==> config.mk <==
export PLATFORM = sky130hd
export DESIGN_NAME = amon_alarm_top
export DESIGN_NICKNAME = d
export VERILOG_FILES = /design/src/logic/amon_pkg.sv /design/src/logic/amon_pin_if.sv /design/src/logic/amon_pin_cond.sv /design/src/logic/amon_alarm_top.sv
export SDC_FILE = /design/constraint.sdc
export NUM_CORES = 1
export LEC_CHECK = 0
export ABC_AREA = 0
export BUFFER_PORTS_ARGS = -buffer_cell sky130_fd_sc_hd__clkbuf_2
export CAP_MARGIN = 20
export CELL_PAD_IN_SITES_DETAIL_PLACEMENT = 0
export CELL_PAD_IN_SITES_GLOBAL_PLACEMENT = 1
export CORE_MARGIN = 3
export CORE_UTILIZATION = 38
export DETAILED_ROUTE_END_ITERATION = 6
export PLACE_DENSITY_LB_ADDON = 0.05
export SYNTH_ARGS = -nofsm -noshare
export SYNTH_HDL_FRONTEND = slang
export SYNTH_SLANG_ARGS = --single-unit
==> constraint.sdc <==
create_clock -name core_clk_i -period 3.2 [get_ports core_clk_i]
set_clock_uncertainty 0.05 [all_clocks]
set_input_delay 0.32 -clock core_clk_i [delete_from_list [all_inputs] [get_ports core_clk_i]]
set_output_delay 0.32 -clock core_clk_i [all_outputs]
set_load 0.02 [all_outputs]
==> src/logic/amon_pkg.sv <==
// alarm monitor package: register map, field positions, alarm codes, timing
// assumes a 100 MHz core clock and a 32-bit apb register port
package amon_pkg;
  localparam int unsigned CLK_HZ = 100_000_000;
  localparam int unsigned RESET_HOLD_MS = 10;
  localparam int unsigned RESET_HOLD_CYCLES = RESET_HOLD_MS * (CLK_HZ / 1000);
  localparam int unsigned MS_CYCLES = CLK_HZ / 1000;
  localparam int unsigned LIMITED_OVL_S = 5;
  localparam logic [15:0] LIMITED_OVL_MS = 16'(LIMITED_OVL_S * 1000);
  localparam logic [15:0] OVL_TIME_RST = 16'h1388;
  localparam logic [1:0] POR_SETTLE = 2'h3;

  // register byte addresses
  localparam logic [11:0] ADDR_CTRL = 12'h000;
  localparam logic [11:0] ADDR_OVL_TIME = 12'h004;
  localparam logic [11:0] ADDR_STATUS = 12'h008;

  // control fields
  localparam int unsigned CTRL_RUNSEL_LO = 0;
  localparam int unsigned CTRL_POR_EN = 2;
  localparam int unsigned CTRL_EXT_ASSIGN = 3;
  localparam int unsigned CTRL_RST_ASSIGN = 4;
  localparam int unsigned CTRL_MON_RESET = 5;
  localparam logic [5:0] CTRL_RST = 6'h04;

  // status fields
  localparam int unsigned ST_CODE_LO = 0;
  localparam int unsigned ST_ACTIVE = 8;
  localparam int unsigned ST_RESETTABLE = 9;
  localparam int unsigned ST_DRIVE_EN = 10;
  localparam int unsigned ST_HOLD_REL = 11;
  localparam int unsigned ST_BRAKE = 12;

  typedef enum logic [1:0] {
    AMON_RUN_OFF = 2'b00,
    AMON_RUN_ON = 2'b01,
    AMON_RUN_COMBINED = 2'b10
  } amon_runsel_t;

  // pin vector positions
  localparam int unsigned PIN_W = 15;
  localparam int unsigned P_OVERCURRENT = 0;
  localparam int unsigned P_OVERHEAT = 1;
  localparam int unsigned P_OVERVOLT = 2;
  localparam int unsigned P_UNDERVOLT = 3;
  localparam int unsigned P_SENSOR_LOST = 4;
  localparam int unsigned P_CONT_OVERLOAD = 5;
  localparam int unsigned P_LIMIT_OVERLOAD = 6;
  localparam int unsigned P_SHAFT_LOCKED = 7;
  localparam int unsigned P_OVERSPEED = 8;
  localparam int unsigned P_NVM_FAULT = 9;
  localparam int unsigned P_RUN_SWITCH = 10;
  localparam int unsigned P_FWD = 11;
  localparam int unsigned P_REV = 12;
  localparam int unsigned P_EXT_FAULT = 13;
  localparam int unsigned P_MOTOR_STOPPED = 14;

  // alarm codes as shown on the panel
  localparam logic [7:0] AL_NONE = 8'h00;
  localparam logic [7:0] AL_OVERCURRENT = 8'h20;
  localparam logic [7:0] AL_OVERHEAT = 8'h21;
  localparam logic [7:0] AL_OVERVOLT = 8'h22;
  localparam logic [7:0] AL_UNDERVOLT = 8'h25;
  localparam logic [7:0] AL_SENSOR = 8'h28;
  localparam logic [7:0] AL_OVERLOAD = 8'h30;
  localparam logic [7:0] AL_OVERSPEED = 8'h31;
  localparam logic [7:0] AL_NVM = 8'h41;
  localparam logic [7:0] AL_SENSOR_POR = 8'h42;
  localparam logic [7:0] AL_RUN_POR = 8'h46;
  localparam logic [7:0] AL_EXT_STOP = 8'h6e;
endpackage : amon_pkg

==> src/logic/amon_pin_if.sv <==
// interface: conditioned pin levels and reset-input release pulse
// assumes one core clock shared by producer and consumer
`timescale 1ns/1ps
`default_nettype none
interface amon_pin_if;
  logic [amon_pkg::PIN_W-1:0] pins;
  logic reset_release;
  modport src (output pins, output reset_release);
  modport dst (input pins, input reset_release);
endinterface : amon_pin_if
`default_nettype wire

==> src/logic/amon_pin_cond.sv <==
// pin conditioner: two-flop synchronisers and reset-input qualification
// assumes all pins asynchronous to core_clk_i
`timescale 1ns/1ps
`default_nettype none
module amon_pin_cond #(
  parameter int unsigned RESET_HOLD = amon_pkg::RESET_HOLD_CYCLES
) (
  input wire logic core_clk_i,
  input wire logic nrst_i,
  input wire logic [amon_pkg::PIN_W-1:0] pins_raw_i,
  input wire logic alarm_reset_raw_i,
  amon_pin_if.src pin_o
);
  logic [amon_pkg::PIN_W:0] sync_a;
  logic [amon_pkg::PIN_W:0] sync_b;
  logic rst_prev;
  logic [23:0] hold_cnt;
  logic release_q;
  logic next_rst_prev;
  logic [23:0] next_hold_cnt;
  logic next_release;
  logic rst_lvl;

  assign rst_lvl = sync_b[amon_pkg::PIN_W];

  always_ff @(posedge core_clk_i) begin
    if (!nrst_i) begin
      sync_a <= '0;
      sync_b <= '0;
    end else begin
      sync_a <= {alarm_reset_raw_i, pins_raw_i};
      sync_b <= sync_a;
    end
  end

  always_comb begin
    next_rst_prev = rst_lvl;
    next_hold_cnt = hold_cnt;
    next_release = 1'b0;
    if (rst_lvl) begin
      if (hold_cnt < 24'(RESET_HOLD)) begin
        next_hold_cnt = hold_cnt + 24'h000001;
      end
    end else begin
      next_hold_cnt = 24'h000000;
      // release only on the off edge after a long enough pulse
      if (rst_prev && hold_cnt >= 24'(RESET_HOLD)) begin
        next_release = 1'b1;
      end
    end
  end

  always_ff @(posedge core_clk_i) begin
    if (!nrst_i) begin
      rst_prev <= 1'b0;
      hold_cnt <= 24'h000000;
      release_q <= 1'b0;
    end else begin
      rst_prev <= next_rst_prev;
      hold_cnt <= next_hold_cnt;
      release_q <= next_release;
    end
  end

  assign pin_o.pins = sync_b[amon_pkg::PIN_W-1:0];
  assign pin_o.reset_release = release_q;
endmodule : amon_pin_cond
`default_nettype wire

==> src/logic/amon_alarm_top.sv <==
// motor driver alarm monitor: detection, latching and stop sequencing
// assumes fault sense pins are active-high levels from analog comparators,
// the external fault input is high while healthy, apb master on core_clk_i
// Functional notes
// - overcurrent raises 20, power cycle only
// - overheat above threshold raises 21
// - overvoltage raises 22, resettable
// - undervoltage raises 25
// - sensor loss while running raises 28
// - sustained overload or locked shaft raises 30
// - limited overload within min(5 s, time)
// - overspeed raises 31
// - memory fault raises 41, not resettable
// - sensor lost at power-on raises 42
// - switch mode, run switch at power-on
// - power-on run check only when enabled
// - external fault input low raises 6e
// - external stop only when assigned
// - clear by monitor command or assigned input
// - alarm coasts, then releases holding
// - external stop brakes, then releases holding
// - reset on off edge, not while running
//
// The APB register port and the register offsets were chosen for this implementation.
`timescale 1ns/1ps
`default_nettype none
module amon_alarm_top #(
  parameter int unsigned MS_TICK = amon_pkg::MS_CYCLES,
  parameter int unsigned RESET_HOLD = amon_pkg::RESET_HOLD_CYCLES
) (
  input wire logic core_clk_i,
  input wire logic nrst_i,
  input wire logic psel,
  input wire logic penable,
  input wire logic pwrite,
  input wire logic [11:0] paddr,
  input wire logic [31:0] pwdata,
  output logic [31:0] prdata,
  output logic pready,
  output logic pslverr,
  input wire logic overcurrent_i,
  input wire logic overheat_i,
  input wire logic overvolt_i,
  input wire logic undervolt_i,
  input wire logic sensor_lost_i,
  input wire logic cont_overload_i,
  input wire logic limit_overload_i,
  input wire logic shaft_locked_i,
  input wire logic overspeed_i,
  input wire logic nvm_fault_i,
  input wire logic run_switch_i,
  input wire logic forward_run_in_i,
  input wire logic reverse_run_in_i,
  input wire logic external_fault_in_i,
  input wire logic alarm_reset_i,
  input wire logic motor_stopped_i,
  output logic drive_enable_o,
  output logic coast_o,
  output logic brake_o,
  output logic hold_release_o,
  output logic alarm_o,
  output logic [7:0] alarm_code_o
);
  amon_pin_if pin_bus ();

  amon_pin_cond #(.RESET_HOLD(RESET_HOLD)) u_cond (
    .core_clk_i(core_clk_i),
    .nrst_i(nrst_i),
    .pins_raw_i({motor_stopped_i, external_fault_in_i, reverse_run_in_i, forward_run_in_i,
                 run_switch_i, nvm_fault_i, overspeed_i, shaft_locked_i, limit_overload_i,
                 cont_overload_i, sensor_lost_i, undervolt_i, overvolt_i, overheat_i,
                 overcurrent_i}),
    .alarm_reset_raw_i(alarm_reset_i),
    .pin_o(pin_bus.src)
  );

  function automatic logic resettable(input logic [7:0] code);
    resettable = (code != amon_pkg::AL_OVERCURRENT) && (code != amon_pkg::AL_NVM);
  endfunction : resettable

  function automatic logic addr_hit(input logic [11:0] a, input logic [11:0] reg_addr);
    addr_hit = (a == reg_addr);
  endfunction : addr_hit

  logic [amon_pkg::PIN_W-1:0] p;
  assign p = pin_bus.pins;

  // register state
  logic [5:0] ctrl;
  logic [15:0] ovl_time;
  logic [5:0] next_ctrl;
  logic [15:0] next_ovl_time;
  logic [31:0] next_prdata;
  logic next_pready;
  logic next_pslverr;
  logic access;
  logic [31:0] status_word;
  amon_pkg::amon_runsel_t run_sel;

  assign run_sel = amon_pkg::amon_runsel_t'(ctrl[amon_pkg::CTRL_RUNSEL_LO +: 2]);
  // only one wait state, keeps the bus answer a fixed two access cycles
  assign access = psel && penable && !pready;

  always_comb begin
    next_ctrl = ctrl;
    next_ovl_time = ovl_time;
    next_prdata = prdata;
    next_pready = access;
    next_pslverr = 1'b0;
    next_ctrl[amon_pkg::CTRL_MON_RESET] = 1'b0;
    if (access) begin
      next_prdata = 32'h00000000;
      if (addr_hit(paddr, amon_pkg::ADDR_CTRL)) begin
        next_prdata = {26'h0000000, ctrl};
        if (pwrite) begin
          next_ctrl = pwdata[5:0];
        end
      end else if (addr_hit(paddr, amon_pkg::ADDR_OVL_TIME)) begin
        next_prdata = {16'h0000, ovl_time};
        if (pwrite) begin
          next_ovl_time = pwdata[15:0];
        end
      end else if (addr_hit(paddr, amon_pkg::ADDR_STATUS)) begin
        next_prdata = status_word;
      end else begin
        next_pslverr = 1'b1;
      end
    end
  end

  always_ff @(posedge core_clk_i) begin
    if (!nrst_i) begin
      ctrl <= amon_pkg::CTRL_RST;
      ovl_time <= amon_pkg::OVL_TIME_RST;
      prdata <= 32'h00000000;
      pready <= 1'b0;
      pslverr <= 1'b0;
    end else begin
      ctrl <= next_ctrl;
      ovl_time <= next_ovl_time;
      prdata <= next_prdata;
      pready <= next_pready;
      pslverr <= next_pslverr;
    end
  end

  // power-on capture once the synchronisers hold real pin levels
  logic [1:0] por_cnt;
  logic por_done;
  logic por_sensor;
  logic por_run;
  logic [1:0] next_por_cnt;
  logic next_por_done;
  logic next_por_sensor;
  logic next_por_run;
  logic run_signal;

  always_comb begin
    case (run_sel)
      amon_pkg::AMON_RUN_OFF: run_signal = p[amon_pkg::P_RUN_SWITCH];
      amon_pkg::AMON_RUN_ON: run_signal = p[amon_pkg::P_FWD] || p[amon_pkg::P_REV];
      amon_pkg::AMON_RUN_COMBINED: run_signal = p[amon_pkg::P_FWD] || p[amon_pkg::P_REV];
      default: run_signal = p[amon_pkg::P_FWD] || p[amon_pkg::P_REV];
    endcase
  end

  always_comb begin
    next_por_cnt = por_cnt;
    next_por_done = por_done;
    next_por_sensor = 1'b0;
    next_por_run = 1'b0;
    if (!por_done) begin
      next_por_cnt = por_cnt + 2'h1;
      if (por_cnt == amon_pkg::POR_SETTLE) begin
        next_por_done = 1'b1;
        next_por_sensor = p[amon_pkg::P_SENSOR_LOST];
        // run_signal already follows the mode, covering all three cases
        next_por_run = run_signal && ctrl[amon_pkg::CTRL_POR_EN];
      end
    end
  end

  always_ff @(posedge core_clk_i) begin
    if (!nrst_i) begin
      por_cnt <= 2'h0;
      por_done <= 1'b0;
      por_sensor <= 1'b0;
      por_run <= 1'b0;
    end else begin
      por_cnt <= next_por_cnt;
      por_done <= next_por_done;
      por_sensor <= next_por_sensor;
      por_run <= next_por_run;
    end
  end

  // overload timing in millisecond ticks
  logic [23:0] tick_cnt;
  logic [15:0] ovl_ms;
  logic [23:0] next_tick_cnt;
  logic [15:0] next_ovl_ms;
  logic heavy;
  logic any_ovl;
  logic [15:0] ovl_limit;
  logic ovl_trip;

  assign heavy = p[amon_pkg::P_LIMIT_OVERLOAD] || p[amon_pkg::P_SHAFT_LOCKED];
  assign any_ovl = heavy || p[amon_pkg::P_CONT_OVERLOAD];
  assign ovl_limit = (heavy && ovl_time > amon_pkg::LIMITED_OVL_MS) ?
                     amon_pkg::LIMITED_OVL_MS : ovl_time;
  assign ovl_trip = any_ovl && (ovl_ms >= ovl_limit);

  always_comb begin
    next_tick_cnt = 24'h000000;
    next_ovl_ms = 16'h0000;
    if (any_ovl) begin
      next_tick_cnt = tick_cnt + 24'h000001;
      next_ovl_ms = ovl_ms;
      if (tick_cnt >= 24'(MS_TICK - 1)) begin
        next_tick_cnt = 24'h000000;
        if (ovl_ms != 16'hffff) begin
          next_ovl_ms = ovl_ms + 16'h0001;
        end
      end
    end
  end

  always_ff @(posedge core_clk_i) begin
    if (!nrst_i) begin
      tick_cnt <= 24'h000000;
      ovl_ms <= 16'h0000;
    end else begin
      tick_cnt <= next_tick_cnt;
      ovl_ms <= next_ovl_ms;
    end
  end

  // detection, highest priority first
  logic det_any;
  logic [7:0] det_code;
  always_comb begin
    det_any = 1'b1;
    det_code = amon_pkg::AL_NONE;
    if (p[amon_pkg::P_OVERCURRENT]) begin
      det_code = amon_pkg::AL_OVERCURRENT;
    end else if (p[amon_pkg::P_NVM_FAULT]) begin
      det_code = amon_pkg::AL_NVM;
    end else if (p[amon_pkg::P_OVERHEAT]) begin
      det_code = amon_pkg::AL_OVERHEAT;
    end else if (p[amon_pkg::P_OVERVOLT]) begin
      det_code = amon_pkg::AL_OVERVOLT;
    end else if (p[amon_pkg::P_UNDERVOLT]) begin
      det_code = amon_pkg::AL_UNDERVOLT;
    end else if (p[amon_pkg::P_SENSOR_LOST] && !p[amon_pkg::P_MOTOR_STOPPED]) begin
      det_code = amon_pkg::AL_SENSOR;
    end else if (ovl_trip) begin
      det_code = amon_pkg::AL_OVERLOAD;
    end else if (p[amon_pkg::P_OVERSPEED]) begin
      det_code = amon_pkg::AL_OVERSPEED;
    end else if (por_sensor) begin
      det_code = amon_pkg::AL_SENSOR_POR;
    end else if (por_run) begin
      det_code = amon_pkg::AL_RUN_POR;
    end else if (ctrl[amon_pkg::CTRL_EXT_ASSIGN] && !p[amon_pkg::P_EXT_FAULT]) begin
      det_code = amon_pkg::AL_EXT_STOP;
    end else begin
      det_any = 1'b0;
    end
  end

  // alarm latch and stop sequencing
  logic active;
  logic [7:0] code;
  logic next_active;
  logic [7:0] next_code;
  logic clear_req;
  logic next_drive;
  logic next_coast;
  logic next_brake;
  logic next_hold_rel;

  assign clear_req = ctrl[amon_pkg::CTRL_MON_RESET] ||
                     (ctrl[amon_pkg::CTRL_RST_ASSIGN] && pin_bus.reset_release &&
                      !run_signal);

  always_comb begin
    next_active = active;
    next_code = code;
    if (!active) begin
      if (det_any) begin
        next_active = 1'b1;
        next_code = det_code;
      end
    end else if (clear_req && resettable(code)) begin
      // a fault still present in the clear cycle wins
      next_active = det_any;
      next_code = det_any ? det_code : amon_pkg::AL_NONE;
    end
    next_drive = por_done && !next_active;
    next_coast = next_active && next_code != amon_pkg::AL_EXT_STOP &&
                 !p[amon_pkg::P_MOTOR_STOPPED];
    next_brake = next_active && next_code == amon_pkg::AL_EXT_STOP &&
                 !p[amon_pkg::P_MOTOR_STOPPED];
    next_hold_rel = next_active && p[amon_pkg::P_MOTOR_STOPPED];
  end

  always_ff @(posedge core_clk_i) begin
    if (!nrst_i) begin
      active <= 1'b0;
      code <= amon_pkg::AL_NONE;
      drive_enable_o <= 1'b0;
      coast_o <= 1'b0;
      brake_o <= 1'b0;
      hold_release_o <= 1'b0;
    end else begin
      active <= next_active;
      code <= next_code;
      drive_enable_o <= next_drive;
      coast_o <= next_coast;
      brake_o <= next_brake;
      hold_release_o <= next_hold_rel;
    end
  end

  assign alarm_o = active;
  assign alarm_code_o = code;

  always_comb begin
    status_word = 32'h00000000;
    status_word[amon_pkg::ST_CODE_LO +: 8] = code;
    status_word[amon_pkg::ST_ACTIVE] = active;
    status_word[amon_pkg::ST_RESETTABLE] = active && resettable(code);
    status_word[amon_pkg::ST_DRIVE_EN] = drive_enable_o;
    status_word[amon_pkg::ST_HOLD_REL] = hold_release_o;
    status_word[amon_pkg::ST_BRAKE] = brake_o;
  end
endmodule : amon_alarm_top
`default_nettype wire

==> results.txt <==
status: complete, but fails checks
failing checks: negative setup slack
Die X: 140 um
Starting Density: 39.0%
Final ANT Viol Nets: 0
core area: 17400 um2
layout cells sized above 1: 20.0%
vias per cell: 4.89
grt ovf: 0
DIE AREA: 19500 um2
design area: 8290 um2
Netlist cell types: 66
Routed met3 length: 584 um
Synth Area in Simple Gates: 26.4%
CP max FO: 8
number of global-route vias before repair: 5359
Die Height: 140 um
sequential element share of the synthesized area: 46.0%
CP endpoint kind: register
Async SR Flop Fraction: 0%
Rows: 48
area post-placement: 7560 um2
flops & latches, synth: 156
DR pass1 iterations: 4
Slew Viols, Final: 0
pin count of the biggest net entering global routing: 34
mux contribution to synthesized area: 1.92%
fmax: 300 MHz
initial antenna violation count: 0
Vias: 5398
diode count: 0
Worst Path Arrival: 3650 ps
register area: 3120 um2
fin nets: 956
Leakage: 3.34 nW
Hold WS: 48.4 ps
H-tree levels: 4
first-pass GRT wire length: 26300 um
top_reg_cell synth: dfxtp_1
hold_buf cts: 0
fin crit share: 104%
DRT met1 WL: 7780 um
final wirelength: 15700 um
Max-Cap Viols: 0
Setup WS post-layout: -137 ps
Final Setup Violations: 3
critical path data required time: 3510 ps
GRT Overall Usage: 16.4%
synth-to-layout area growth: 22.2%
Mapped Area: 6790 um2
CTS Buf Count: 17
maximum VDD drop: 0.357 mV
main combinational cell family by area after synthesis: simple AND/OR/NAND/NOR gates
I/O Buffers: 79
uppermost layer routed: met4
fin crit period: 3340 ps
Synth Area per Inst: 8.93 um2
Initial DRC Count: 197
leading cell type in the layout, fill and taps excluded: dfxtp_1
post-DP HPWL: 11800 um
total power density per cell area: 531 nW/um2
Adder-Cell Fraction of Synth Area: 3.87%
TritonCTS clock tree: yes
total length of routed met2 wires: 7160 um
Sink Count: 156
Max-slew headroom: 45.7%
most frequent cells in the layout: dfxtp_1, nand2_1, clkbuf_2
DR DRC count: 0
Startpoint Class: register
Place WS: -319 ps
Fillers: 1731
setup TNS: -250 ps
RSZ-0062 raised after global routing: true
worst hold path type: input port to register
IO Count: 112
Max Root-Sink Buffers: 2
Worst Tran Pin Value: 813 ps
synthesized instance count: 760
final hold viol count: 0
clock latency on the worst-skew pair: 420 ps
CTS clk-pin slew, worst paths: 60 ps
Routability Congestion: 0.824
clock root buffer: clkbuf_16
critical path class: register to register
Multi-input gate area: 3550 um2
Yosys Warn Count: 0
WL/cell: 14.2 um
Post-Synth XOR/XNOR Area: 5.29%
Compound-Gate Fraction of Synth Area: 12.1%
Post-synth EDFFs: 0
[worst paths after layout]
path	depth (start not counted)	endpoint	from	slack [ps]
setup / recovery	14	brake_o	ovl_time[0]	-140
hold / removal	2	u_cond.sync_a[1]	overheat_i	50
setup reg to reg	14	brake_o	ovl_time[0]	-140
hold reg to reg	1	u_cond.sync_b[10]	u_cond.sync_a[10]	380
[cell families after synthesis]
family / after synthesis
fa+ha+maj: 21
xor+xnor: 41
mux: 13
flops: 156
simple gates: 358
compound gates: 111
buf+inv: 59
other cells: 1
[critical path: stages (launching register included)]
cell	delay, ps
dfxtp_2	330
o31ai_4	240
a21oi_2	90
o31ai_2	240
a21o_1	210
and2_1	150
ha_1	220
nand2b_4	150
a2111oi_4	320
nand4b_4	200
a41oi_4	180
o31ai_4	350
a32oi_1	140
a21oi_1	210
and4b_1	200
[final cells by class]
cell class | instances | area share (%)
Multi-Input combinational cell | 567 | 42.8
Sequential cell | 156 | 37.7
Timing Repair Buffer | 114 | 7.98
Clock buffer | 18 | 5.18
Tap cell | 225 | 3.40
Clock inverter | 11 | 2.35
Inverter | 14 | 0.634
[sequential cells by signal, indices dropped and copies added, names as in the netlist, 2 cells and up]
name	count
tick_cnt	24
u_cond.hold_cnt	24
ovl_ms	16
ovl_time	16
prdata	16
u_cond.sync_a	16
u_cond.sync_b	16
alarm_code_o	8
ctrl	6
por_cnt	2
[synthesized netlist by cell type, drive strengths merged, types with 5 or more instances]
library cell  number  area share (%)
a21boi            29             3.3
a21oi             19             1.5
a22o               5            0.65
and2              41             3.8
and3              14             1.3
and4               5            0.65
buf               24             2.5
clkbuf            21             1.2
dfxtp            156              46
ha                21             3.9
inv               14            0.77
mux2i             13             1.9
nand2            110             6.1
nand3             45             3.3
nand4             11             1.0
nor2              69             3.8
nor2b             15             1.4
nor3              15             1.2
nor4               9             1.1
o21ai             23             1.8
or3                7            0.65
xnor2             15             1.9
xor2              26             3.4
[stage by stage]
stage	std cells	utilization (%)	total power, mW
after floorplan	782	-	2.22
after global placement	1075	43.4	2.28
after detailed placement	1075	43.4	2.29
after CTS	1104	47.3	4.45
after global routing	1105	47.6	4.57
final	1105	47.6	4.40
[per-layer routing]
metal	vias up	global-route usage (%)
met5	-	0
met4	0	5.05
li1	2798	-
met1	2488	22.0
met2	94	26.3
met3	18	4.09
[repair_timing]
item | in CTS | in global routing
endpoints found under the setup margin | 8 | 9
pin swaps | 3 | 5
gates resized for setup | 14 | 9
buffers inserted | 1 | 1
cloned | 0 | 0
[power breakdown]
part / switching [mW] / internal (mW)
Sequential: 0.0279 / 1.98
Combinational: 0.135 / 0.101
Clock: 0.784 / 1.37
Total: 0.947 / 3.46
Note: power is estimated with default switching activity, not from simulation.
